## config.mk

```make
export PLATFORM = sky130hd
export DESIGN_NAME = psrc_top
export DESIGN_NICKNAME = d
export VERILOG_FILES = /design/src/hw/psrc_pkg.sv /design/src/hw/psrc_reset_drive.sv /design/src/hw/psrc_top.sv
export VERILOG_INCLUDE_DIRS = /design/src /design/src/hw
export SDC_FILE = /design/constraint.sdc
export NUM_CORES = 1
export LEC_CHECK = 0
export BUFFER_PORTS_ARGS = -buffer_cell sky130_fd_sc_hd__buf_4
export CORE_MARGIN = 2
export CORE_UTILIZATION = 49
export CTS_BUF_LIST = sky130_fd_sc_hd__clkbuf_4
export DETAILED_ROUTE_END_ITERATION = 12
export PLACE_DENSITY = 0.84
export SLEW_MARGIN = 40
export SYNTH_ARGS = -nofsm -noshare
export SYNTH_HDL_FRONTEND = slang
export SYNTH_SLANG_ARGS = --single-unit
export TNS_END_PERCENT = 50
```

## constraint.sdc

```tcl
create_clock -name sys_clk -period 3.9 [get_ports sys_clk]
set_input_delay 0.39 -clock sys_clk [delete_from_list [all_inputs] [get_ports sys_clk]]
set_output_delay 0.39 -clock sys_clk [all_outputs]
set_load 0.005 [all_outputs]
```

## src/hw/psrc_defines.svh

```systemverilog
// register offsets, field positions and reset values of the soft reset control block
// assumes it is included by bare name from every design file that needs it
`ifndef PSRC_DEFINES_SVH
`define PSRC_DEFINES_SVH

// register byte offsets
`define PSRC_OFS_RESET_A       12'h040
`define PSRC_OFS_RESET_B       12'h044
`define PSRC_OFS_STATE_A       12'h050
`define PSRC_OFS_STATE_B       12'h054

// reset values
`define PSRC_RESET_VALUE       32'h00000000
`define PSRC_OUT_RESET_VALUE   32'hFFFFFFFF

// first register fields
`define PSRC_A_CAN_ONE         25
`define PSRC_A_CAN_ZERO        24
`define PSRC_A_PWM             20
`define PSRC_A_SLEEP_POWER     6
`define PSRC_A_WATCHDOG        3

// second register fields
`define PSRC_B_COMP_TWO        26
`define PSRC_B_COMP_ONE        25
`define PSRC_B_COMP_ZERO       24
`define PSRC_B_TIMER_THREE     19
`define PSRC_B_TIMER_TWO       18
`define PSRC_B_TIMER_ONE       17
`define PSRC_B_TIMER_ZERO      16
`define PSRC_B_TWO_WIRE        12
`define PSRC_B_QUADRATURE      8
`define PSRC_B_SYNC_SERIAL     4
`define PSRC_B_ASYNC_SERIAL    0

// bits that exist at all; every other position reads zero
`define PSRC_IMPL_A            32'h03100048
`define PSRC_IMPL_B            32'h070F1111

// bus responses
`define PSRC_RESP_OKAY         2'h0
`define PSRC_RESP_SLVERR       2'h2

`endif

```

## src/hw/psrc_pkg.sv

```systemverilog
// types shared by the soft reset control block
// assumes psrc_defines.svh holds all numeric constants
package psrc_pkg;

    // register selected by a bus address
    typedef enum logic [2:0] {
        SEL_NONE    = 3'b000,
        SEL_RESET_A = 3'b001,
        SEL_RESET_B = 3'b010,
        SEL_STATE_A = 3'b011,
        SEL_STATE_B = 3'b100
    } psrc_sel_type;

endpackage

```

## src/hw/psrc_reset_drive.sv

```systemverilog
// registered reset drive for a group of peripherals
// assumes ctrl comes from software-written control bits in the same clock domain
`timescale 1ns/1ps
`include "psrc_defines.svh"
module psrc_reset_drive #(
    parameter int W = 32
) (
    // clock and reset
    input  wire logic         sys_clk,
    input  wire logic         rst,
    // control bits
    input  wire logic [W-1:0] ctrl,
    // peripheral resets, high holds the unit in reset
    output logic      [W-1:0] periphRst
);

    // refuse widths that a register word cannot feed
    if (W < 1 || W > 32) begin : g_bad_width
        $error("psrc_reset_drive: W must be 1 to 32");
    end

    // peripherals stay in reset while the system reset is applied
    always_ff @(posedge sys_clk or posedge rst) begin
        if (rst) begin
            periphRst <= W'(`PSRC_OUT_RESET_VALUE);
        end else begin
            periphRst <= ctrl;
        end
    end

endmodule

```

## src/hw/psrc_top.sv

```systemverilog
// What this block does
// - Written bits take effect only where the capability mask marks the unit present.
// - Both reset control registers reset to all zeros.
// - First register: bit 25 CAN one, bit 24 CAN zero, bit 20 PWM.
// - First register: bit 6 sleep power unit, bit 3 watchdog.
// - Second register: bits 26, 25, 24 reset comparators two, one, zero.
// - Second register: bits 19 down to 16 reset timers three down to zero.
// - Second register: bit 12 resets two-wire serial unit zero.
// - Second register: bit 8 quadrature, bit 4 sync serial, bit 0 UART.
// - Unassigned bits read zero and ignore writes.
//
// peripheral soft reset control registers behind an AXI4-Lite slave
// assumes capability masks are static levels from the capability registers
`timescale 1ns/1ps
`include "psrc_defines.svh"
module psrc_top #(
    parameter int ADDR_W = 12
) (
    // clock and reset
    input  wire logic              sys_clk,
    input  wire logic              rst,
    // write address channel
    input  wire logic [ADDR_W-1:0] s_axi_awaddr,
    input  wire logic [2:0]        s_axi_awprot,
    input  wire logic              s_axi_awvalid,
    output logic                   s_axi_awready,
    // write data channel
    input  wire logic [31:0]       s_axi_wdata,
    input  wire logic [3:0]        s_axi_wstrb,
    input  wire logic              s_axi_wvalid,
    output logic                   s_axi_wready,
    // write response channel
    output logic [1:0]             s_axi_bresp,
    output logic                   s_axi_bvalid,
    input  wire logic              s_axi_bready,
    // read address channel
    input  wire logic [ADDR_W-1:0] s_axi_araddr,
    input  wire logic [2:0]        s_axi_arprot,
    input  wire logic              s_axi_arvalid,
    output logic                   s_axi_arready,
    // read data channel
    output logic [31:0]            s_axi_rdata,
    output logic [1:0]             s_axi_rresp,
    output logic                   s_axi_rvalid,
    input  wire logic              s_axi_rready,
    // capability masks
    input  wire logic [31:0]       capabilityMaskOne,
    input  wire logic [31:0]       capabilityMaskTwo,
    // peripheral resets from the first register
    output logic                   canUnitOneReset,
    output logic                   canUnitZeroReset,
    output logic                   pwmReset,
    output logic                   sleepPowerUnitReset,
    output logic                   watchdogReset,
    // peripheral resets from the second register
    output logic                   comparatorTwoReset,
    output logic                   comparatorOneReset,
    output logic                   comparatorZeroReset,
    output logic                   timerThreeReset,
    output logic                   timerTwoReset,
    output logic                   timerOneReset,
    output logic                   timerZeroReset,
    output logic                   twoWireZeroReset,
    output logic                   quadratureZeroReset,
    output logic                   syncSerialZeroReset,
    output logic                   asyncSerialZeroReset
);

    // refuse address widths that cannot reach every offset
    if (ADDR_W < 7 || ADDR_W > 32) begin : g_bad_addr_w
        $error("psrc_top: ADDR_W must be 7 to 32");
    end

    // address decode on the word address
    function automatic psrc_pkg::psrc_sel_type decodeAddr(input logic [ADDR_W-1:0] addr);
        logic [11:0] ofs;
        ofs = 12'(addr);
        if (ADDR_W > 12 && (addr >> 12) != '0) begin
            return psrc_pkg::SEL_NONE;
        end
        unique case ({ofs[11:2], 2'b00})
            `PSRC_OFS_RESET_A: return psrc_pkg::SEL_RESET_A;
            `PSRC_OFS_RESET_B: return psrc_pkg::SEL_RESET_B;
            `PSRC_OFS_STATE_A: return psrc_pkg::SEL_STATE_A;
            `PSRC_OFS_STATE_B: return psrc_pkg::SEL_STATE_B;
            default:           return psrc_pkg::SEL_NONE;
        endcase
    endfunction

    // byte strobes widened to a bit mask
    function automatic logic [31:0] strobeMask(input logic [3:0] strb);
        logic [31:0] m;
        m = 32'h00000000;
        for (int i = 0; i < 4; i++) begin
            m[i*8 +: 8] = {8{strb[i]}};
        end
        return m;
    endfunction

    // masked merge of a write into a control register
    function automatic logic [31:0] mergeWrite(input logic [31:0] old, input logic [31:0] data,
                                               input logic [31:0] writable);
        return (old & ~writable) | (data & writable);
    endfunction

    // write channel holding state
    logic [ADDR_W-1:0] awAddr_r;
    logic              awHeld_r;
    logic              awHeld_nxt;
    logic [31:0]       wData_r;
    logic [3:0]        wStrb_r;
    logic              wHeld_r;
    logic              wHeld_nxt;
    logic              awReady_r;
    logic              wReady_r;
    logic              bValid_r;
    logic              bValid_nxt;
    logic [1:0]        bResp_r;
    logic              awTaken;
    logic              wTaken;
    logic              doWrite;
    psrc_pkg::psrc_sel_type wrSel;

    // read channel state
    logic              arReady_r;
    logic              rValid_r;
    logic              rValid_nxt;
    logic [31:0]       rData_r;
    logic [1:0]        rResp_r;
    logic              arTaken;
    psrc_pkg::psrc_sel_type rdSel;

    // control registers and driven resets
    logic [31:0]       resetA_r;
    logic [31:0]       resetB_r;
    logic [31:0]       driveA;
    logic [31:0]       driveB;
    logic [31:0]       writableA;
    logic [31:0]       writableB;

    assign awTaken    = s_axi_awvalid & awReady_r;
    assign wTaken     = s_axi_wvalid & wReady_r;
    assign doWrite    = awHeld_r & wHeld_r & ~bValid_r;
    assign awHeld_nxt = (awHeld_r | awTaken) & ~doWrite;
    assign wHeld_nxt  = (wHeld_r | wTaken) & ~doWrite;
    assign bValid_nxt = doWrite | (bValid_r & ~s_axi_bready);
    assign wrSel      = decodeAddr(awAddr_r);

    assign arTaken    = s_axi_arvalid & arReady_r;
    assign rValid_nxt = arTaken | (rValid_r & ~s_axi_rready);
    assign rdSel      = decodeAddr(s_axi_araddr);

    // only present, assigned and strobed bits can change
    assign writableA = strobeMask(wStrb_r) & `PSRC_IMPL_A & capabilityMaskOne;
    assign writableB = strobeMask(wStrb_r) & `PSRC_IMPL_B & capabilityMaskTwo;

    // write address capture
    always_ff @(posedge sys_clk or posedge rst) begin
        if (rst) begin
            awAddr_r  <= '0;
            awHeld_r  <= 1'b0;
            awReady_r <= 1'b0;
        end else begin
            if (awTaken) begin
                awAddr_r <= s_axi_awaddr;
            end
            awHeld_r  <= awHeld_nxt;
            awReady_r <= ~awHeld_nxt;
        end
    end

    // write data capture
    always_ff @(posedge sys_clk or posedge rst) begin
        if (rst) begin
            wData_r  <= 32'h00000000;
            wStrb_r  <= 4'h0;
            wHeld_r  <= 1'b0;
            wReady_r <= 1'b0;
        end else begin
            if (wTaken) begin
                wData_r <= s_axi_wdata;
                wStrb_r <= s_axi_wstrb;
            end
            wHeld_r  <= wHeld_nxt;
            wReady_r <= ~wHeld_nxt;
        end
    end

    // write response
    always_ff @(posedge sys_clk or posedge rst) begin
        if (rst) begin
            bValid_r <= 1'b0;
            bResp_r  <= `PSRC_RESP_OKAY;
        end else begin
            bValid_r <= bValid_nxt;
            if (doWrite) begin
                bResp_r <= (wrSel == psrc_pkg::SEL_RESET_A || wrSel == psrc_pkg::SEL_RESET_B)
                           ? `PSRC_RESP_OKAY : `PSRC_RESP_SLVERR;
            end
        end
    end

    // first control register
    always_ff @(posedge sys_clk or posedge rst) begin
        if (rst) begin
            resetA_r <= `PSRC_RESET_VALUE;
        end else if (doWrite && wrSel == psrc_pkg::SEL_RESET_A) begin
            resetA_r <= mergeWrite(resetA_r, wData_r, writableA);
        end
    end

    // second control register
    always_ff @(posedge sys_clk or posedge rst) begin
        if (rst) begin
            resetB_r <= `PSRC_RESET_VALUE;
        end else if (doWrite && wrSel == psrc_pkg::SEL_RESET_B) begin
            resetB_r <= mergeWrite(resetB_r, wData_r, writableB);
        end
    end

    // read channel
    always_ff @(posedge sys_clk or posedge rst) begin
        if (rst) begin
            arReady_r <= 1'b0;
            rValid_r  <= 1'b0;
            rData_r   <= 32'h00000000;
            rResp_r   <= `PSRC_RESP_OKAY;
        end else begin
            arReady_r <= ~rValid_nxt;
            rValid_r  <= rValid_nxt;
            if (arTaken) begin
                rResp_r <= `PSRC_RESP_OKAY;
                unique case (rdSel)
                    psrc_pkg::SEL_RESET_A: rData_r <= resetA_r & `PSRC_IMPL_A;
                    psrc_pkg::SEL_RESET_B: rData_r <= resetB_r & `PSRC_IMPL_B;
                    psrc_pkg::SEL_STATE_A: rData_r <= driveA & `PSRC_IMPL_A;
                    psrc_pkg::SEL_STATE_B: rData_r <= driveB & `PSRC_IMPL_B;
                    psrc_pkg::SEL_NONE: begin
                        rData_r <= 32'h00000000;
                        rResp_r <= `PSRC_RESP_SLVERR;
                    end
                endcase
            end
        end
    end

    // registered peripheral reset drives
    psrc_reset_drive #(
        .W(32)
    ) u_drive_a (
        .sys_clk   (sys_clk),
        .rst       (rst),
        .ctrl      (resetA_r & `PSRC_IMPL_A),
        .periphRst (driveA)
    );

    psrc_reset_drive #(
        .W(32)
    ) u_drive_b (
        .sys_clk   (sys_clk),
        .rst       (rst),
        .ctrl      (resetB_r & `PSRC_IMPL_B),
        .periphRst (driveB)
    );

    // bus outputs
    assign s_axi_awready = awReady_r;
    assign s_axi_wready  = wReady_r;
    assign s_axi_bvalid  = bValid_r;
    assign s_axi_bresp   = bResp_r;
    assign s_axi_arready = arReady_r;
    assign s_axi_rvalid  = rValid_r;
    assign s_axi_rdata   = rData_r;
    assign s_axi_rresp   = rResp_r;

    // first register peripherals
    assign canUnitOneReset      = driveA[`PSRC_A_CAN_ONE];
    assign canUnitZeroReset     = driveA[`PSRC_A_CAN_ZERO];
    assign pwmReset             = driveA[`PSRC_A_PWM];
    assign sleepPowerUnitReset  = driveA[`PSRC_A_SLEEP_POWER];
    assign watchdogReset        = driveA[`PSRC_A_WATCHDOG];

    // second register peripherals
    assign comparatorTwoReset   = driveB[`PSRC_B_COMP_TWO];
    assign comparatorOneReset   = driveB[`PSRC_B_COMP_ONE];
    assign comparatorZeroReset  = driveB[`PSRC_B_COMP_ZERO];
    assign timerThreeReset      = driveB[`PSRC_B_TIMER_THREE];
    assign timerTwoReset        = driveB[`PSRC_B_TIMER_TWO];
    assign timerOneReset        = driveB[`PSRC_B_TIMER_ONE];
    assign timerZeroReset       = driveB[`PSRC_B_TIMER_ZERO];
    assign twoWireZeroReset     = driveB[`PSRC_B_TWO_WIRE];
    assign quadratureZeroReset  = driveB[`PSRC_B_QUADRATURE];
    assign syncSerialZeroReset  = driveB[`PSRC_B_SYNC_SERIAL];
    assign asyncSerialZeroReset = driveB[`PSRC_B_ASYNC_SERIAL];

endmodule

```

==> impl_metrics.tcl <==
set metrics [dict create \
    initial_core_util_pct 50.37 \
    cts_max_level 3 \
    p_leak_uw 0.002092 \
    crit_family "simple AND/OR/NAND/NOR gates" \
    slew_headroom_pct 66.34 \
    synth-seq-area-share_pct 61.28 \
    synth_cell_type_count 30 \
    mostFrequentLayoutCell "buf_4" \
    yosys_register_bits 83 \
    vias 2231 \
    final_antenna_net_count 0 \
    io_buffers 97 \
    grt_overflow 0 \
    cts_resized 0 \
    status "finished, final reports clean" \
    start_kind "flip-flop" \
    syn-cell-area_um2 3422 \
    cts_buffers 9 \
    fin_crit_sh_pct 44.58 \
    pin_count 194 \
    diodes 0 \
    finalNetCount 494 \
    rsz0062_at_grt "false" \
    cp.arrival_ns 2.04 \
    met1_usage_pct 23.22 \
    use_met2_pct 31.34 \
    max_stage_delay_ns 0.43 \
    die_x_um 87.57 \
    drt-initial-drc-count 95 \
    clk_pin_slew_ns 0.12 \
    cp_max_fo 7 \
    drive_gt1_share_pct 50.55 \
    met3_usage_pct 5.844 \
    grt_max_degree 61 \
    period_needed_ns 1.739 \
    fin_cells 458 \
    hold_buffers 1 \
    num_rows 30 \
    drc 0 \
    wl_per_cell_um 14.93 \
    syn_area_per_cell_um2 13.42 \
    tritoncts "built" \
    hold_viol_final 0 \
    worstSkewPairLatency_ns 0.41 \
    routabilityCongestion 0.8439 \
    final_cell_mix "buf_4 (98), dfrtp_1 (67), mux2_2 (37)" \
    cts-root-buf "clkbuf_4" \
    powerDensity_nw_per_um2 495.6 \
    critPathSlowestCell "dfrtp_1" \
    worst_pin_slew_ns 0.5049 \
    cts_setup_buffers 0 \
    clock_path_buffers 2 \
    synth_warnings 0 \
    via_per_inst 4.871 \
    netlist_instances 255 \
    routed_wl_um 6839 \
    dr.pass1.iters 4 \
    fin_skew_ns 0.008342 \
    rrSetupSlack_ns 2.16 \
    slew_violations 0 \
    grt_usage_pct 19.18 \
    numClockSinks 83 \
    fp.dieArea_um2 7669 \
    grt_pass1_wl_um 11110 \
    ir_drop_uv 391.2 \
    dp_hpwl_um 5260 \
    r2r_start "awAddr_r[3]$_DFFE_PP0P_" \
    fmax_mhz 575.1 \
    placedCellCount 441 \
    crit_type "flip-flop to flip-flop" \
    setup_violations 0 \
    hp-class "input pin to flip-flop" \
    busiest_layer "met2" \
    core_area_um2 6794 \
    die_h_um 87.57 \
    worstPathRequired_ns 4.20 \
    syn_to_final_growth_pct 26.62 \
    grt_pass1_vias 2298 \
    max_cap_violations 0 \
    crit_buf_inv 0 \
    crit_path_end_kind "flip-flop" \
    startpoint "awAddr_r[3]$_DFFE_PP0P_" \
    hold_path_startpoint "s_axi_bready" \
    tns_ns 0 \
    antenna_found_initial 0 \
    path_cells "nor4_2, and4_1, nand3_1, mux2_4" \
]
==> Yosys cell counts <==
cell type  count  area (um2)
nor3b_4        1       18.77
and4_1         2       17.52
and3b_1        1       8.760
nor4_2         1       12.51
mux2_2        37       416.7
dfstp_2       16       420.4
conb_1         1       3.750
mux2i_1       12       120.1
dfrtp_1       67        1677
nand4_1        3       18.77
or2_2          1       6.260
buf_6          1       11.26
nand3_2        1       10.01
nor4_1         2       12.51
clkbuf_1       3       11.26
o21a_1         2       15.01
and4bb_2       1       12.51
o21ai_0       18       90.09
nor3_1         1       5.000
mux4_2         2       45.04
mux2_4         7       105.1
nor3b_1        1       7.510
buf_2          3       15.01
nor4b_1        1       8.760
nand3_1        8       40.04
buf_4         20       150.1
nand2_1       25       93.84
and2_1         2       12.51
inv_1          9       33.78
nor2_1         6       22.52
==> per-stage QoR <==
stage	worst slack, ns	power (uW)	instance area [um2]	util, %	hold slack, ns
after floorplan	1.400	1471	3493	-	0.3667
after global placement	2.212	1589	4163	61.27	0.3839
after detailed placement	2.139	1629	4167	61.33	0.3942
after CTS	2.129	2165	4332	63.76	0.1217
after global routing	2.063	2269	4333	63.78	0.1114
final	2.161	2148	4333	63.78	0.1426
==> metal layers <==
layer / wire length [um] / up-vias / share of wire [%]
li1: - / 1045 / -
met1: 2842 / 1089 / 42
met2: 3397 / 84 / 50
met3: 455 / 13 / 6.7
met4: 144 / 0 / 2.1
met5: 0 / - / 0
==> worst register-to-register path, stage by stage, from the launching register on <==
cell and delay (ns):
dfrtp_1 0.43, nor4_2 0.32, and4_1 0.40, nand3_1 0.17
mux2_4 0.32
==> path summary, 6_finish.rpt <==
check | to | cells after the start
max | flip-flop | 4
min | s_axi_bvalid$_DFF_PP0_ | 2
max reg2reg | flip-flop | 4
min reg2reg | u_drive_b.periphRst[24]$_DFF_PP1_ | 0
max in group asynchronous | u_drive_b.periphRst[26]$_DFF_PP1_ | 4
min in group asynchronous | awAddr_r[4]$_DFFE_PP0P_ | 3
==> cell type report <==
| type | instances | area, um2 |
|---|---|---|
| clock buffers | 10 | 75.07 |
| clock inverters | 6 | 80.08 |
| fillers | 537 | 2461 |
| inverters | 9 | 38.79 |
| multi-input cells | 155 | 1176 |
| flip-flops and latches | 83 | 2097 |
| well taps | 96 | 120.1 |
| repair buffers | 99 | 745.7 |
==> report_power, final <==
part           internal (uW)  switching [uW]
sequential              1050             147
combinational            251             161
clock                    263             278
total                   1560             586
==> logic make-up after synthesis <==
group / synth area share, %
mux: 20.07
other cells: 0.1096
simple gates: 8.995
buf+inv: 6.471
flops: 61.28
compound gates: 3.071
Power figures use the tool's default switching activity.
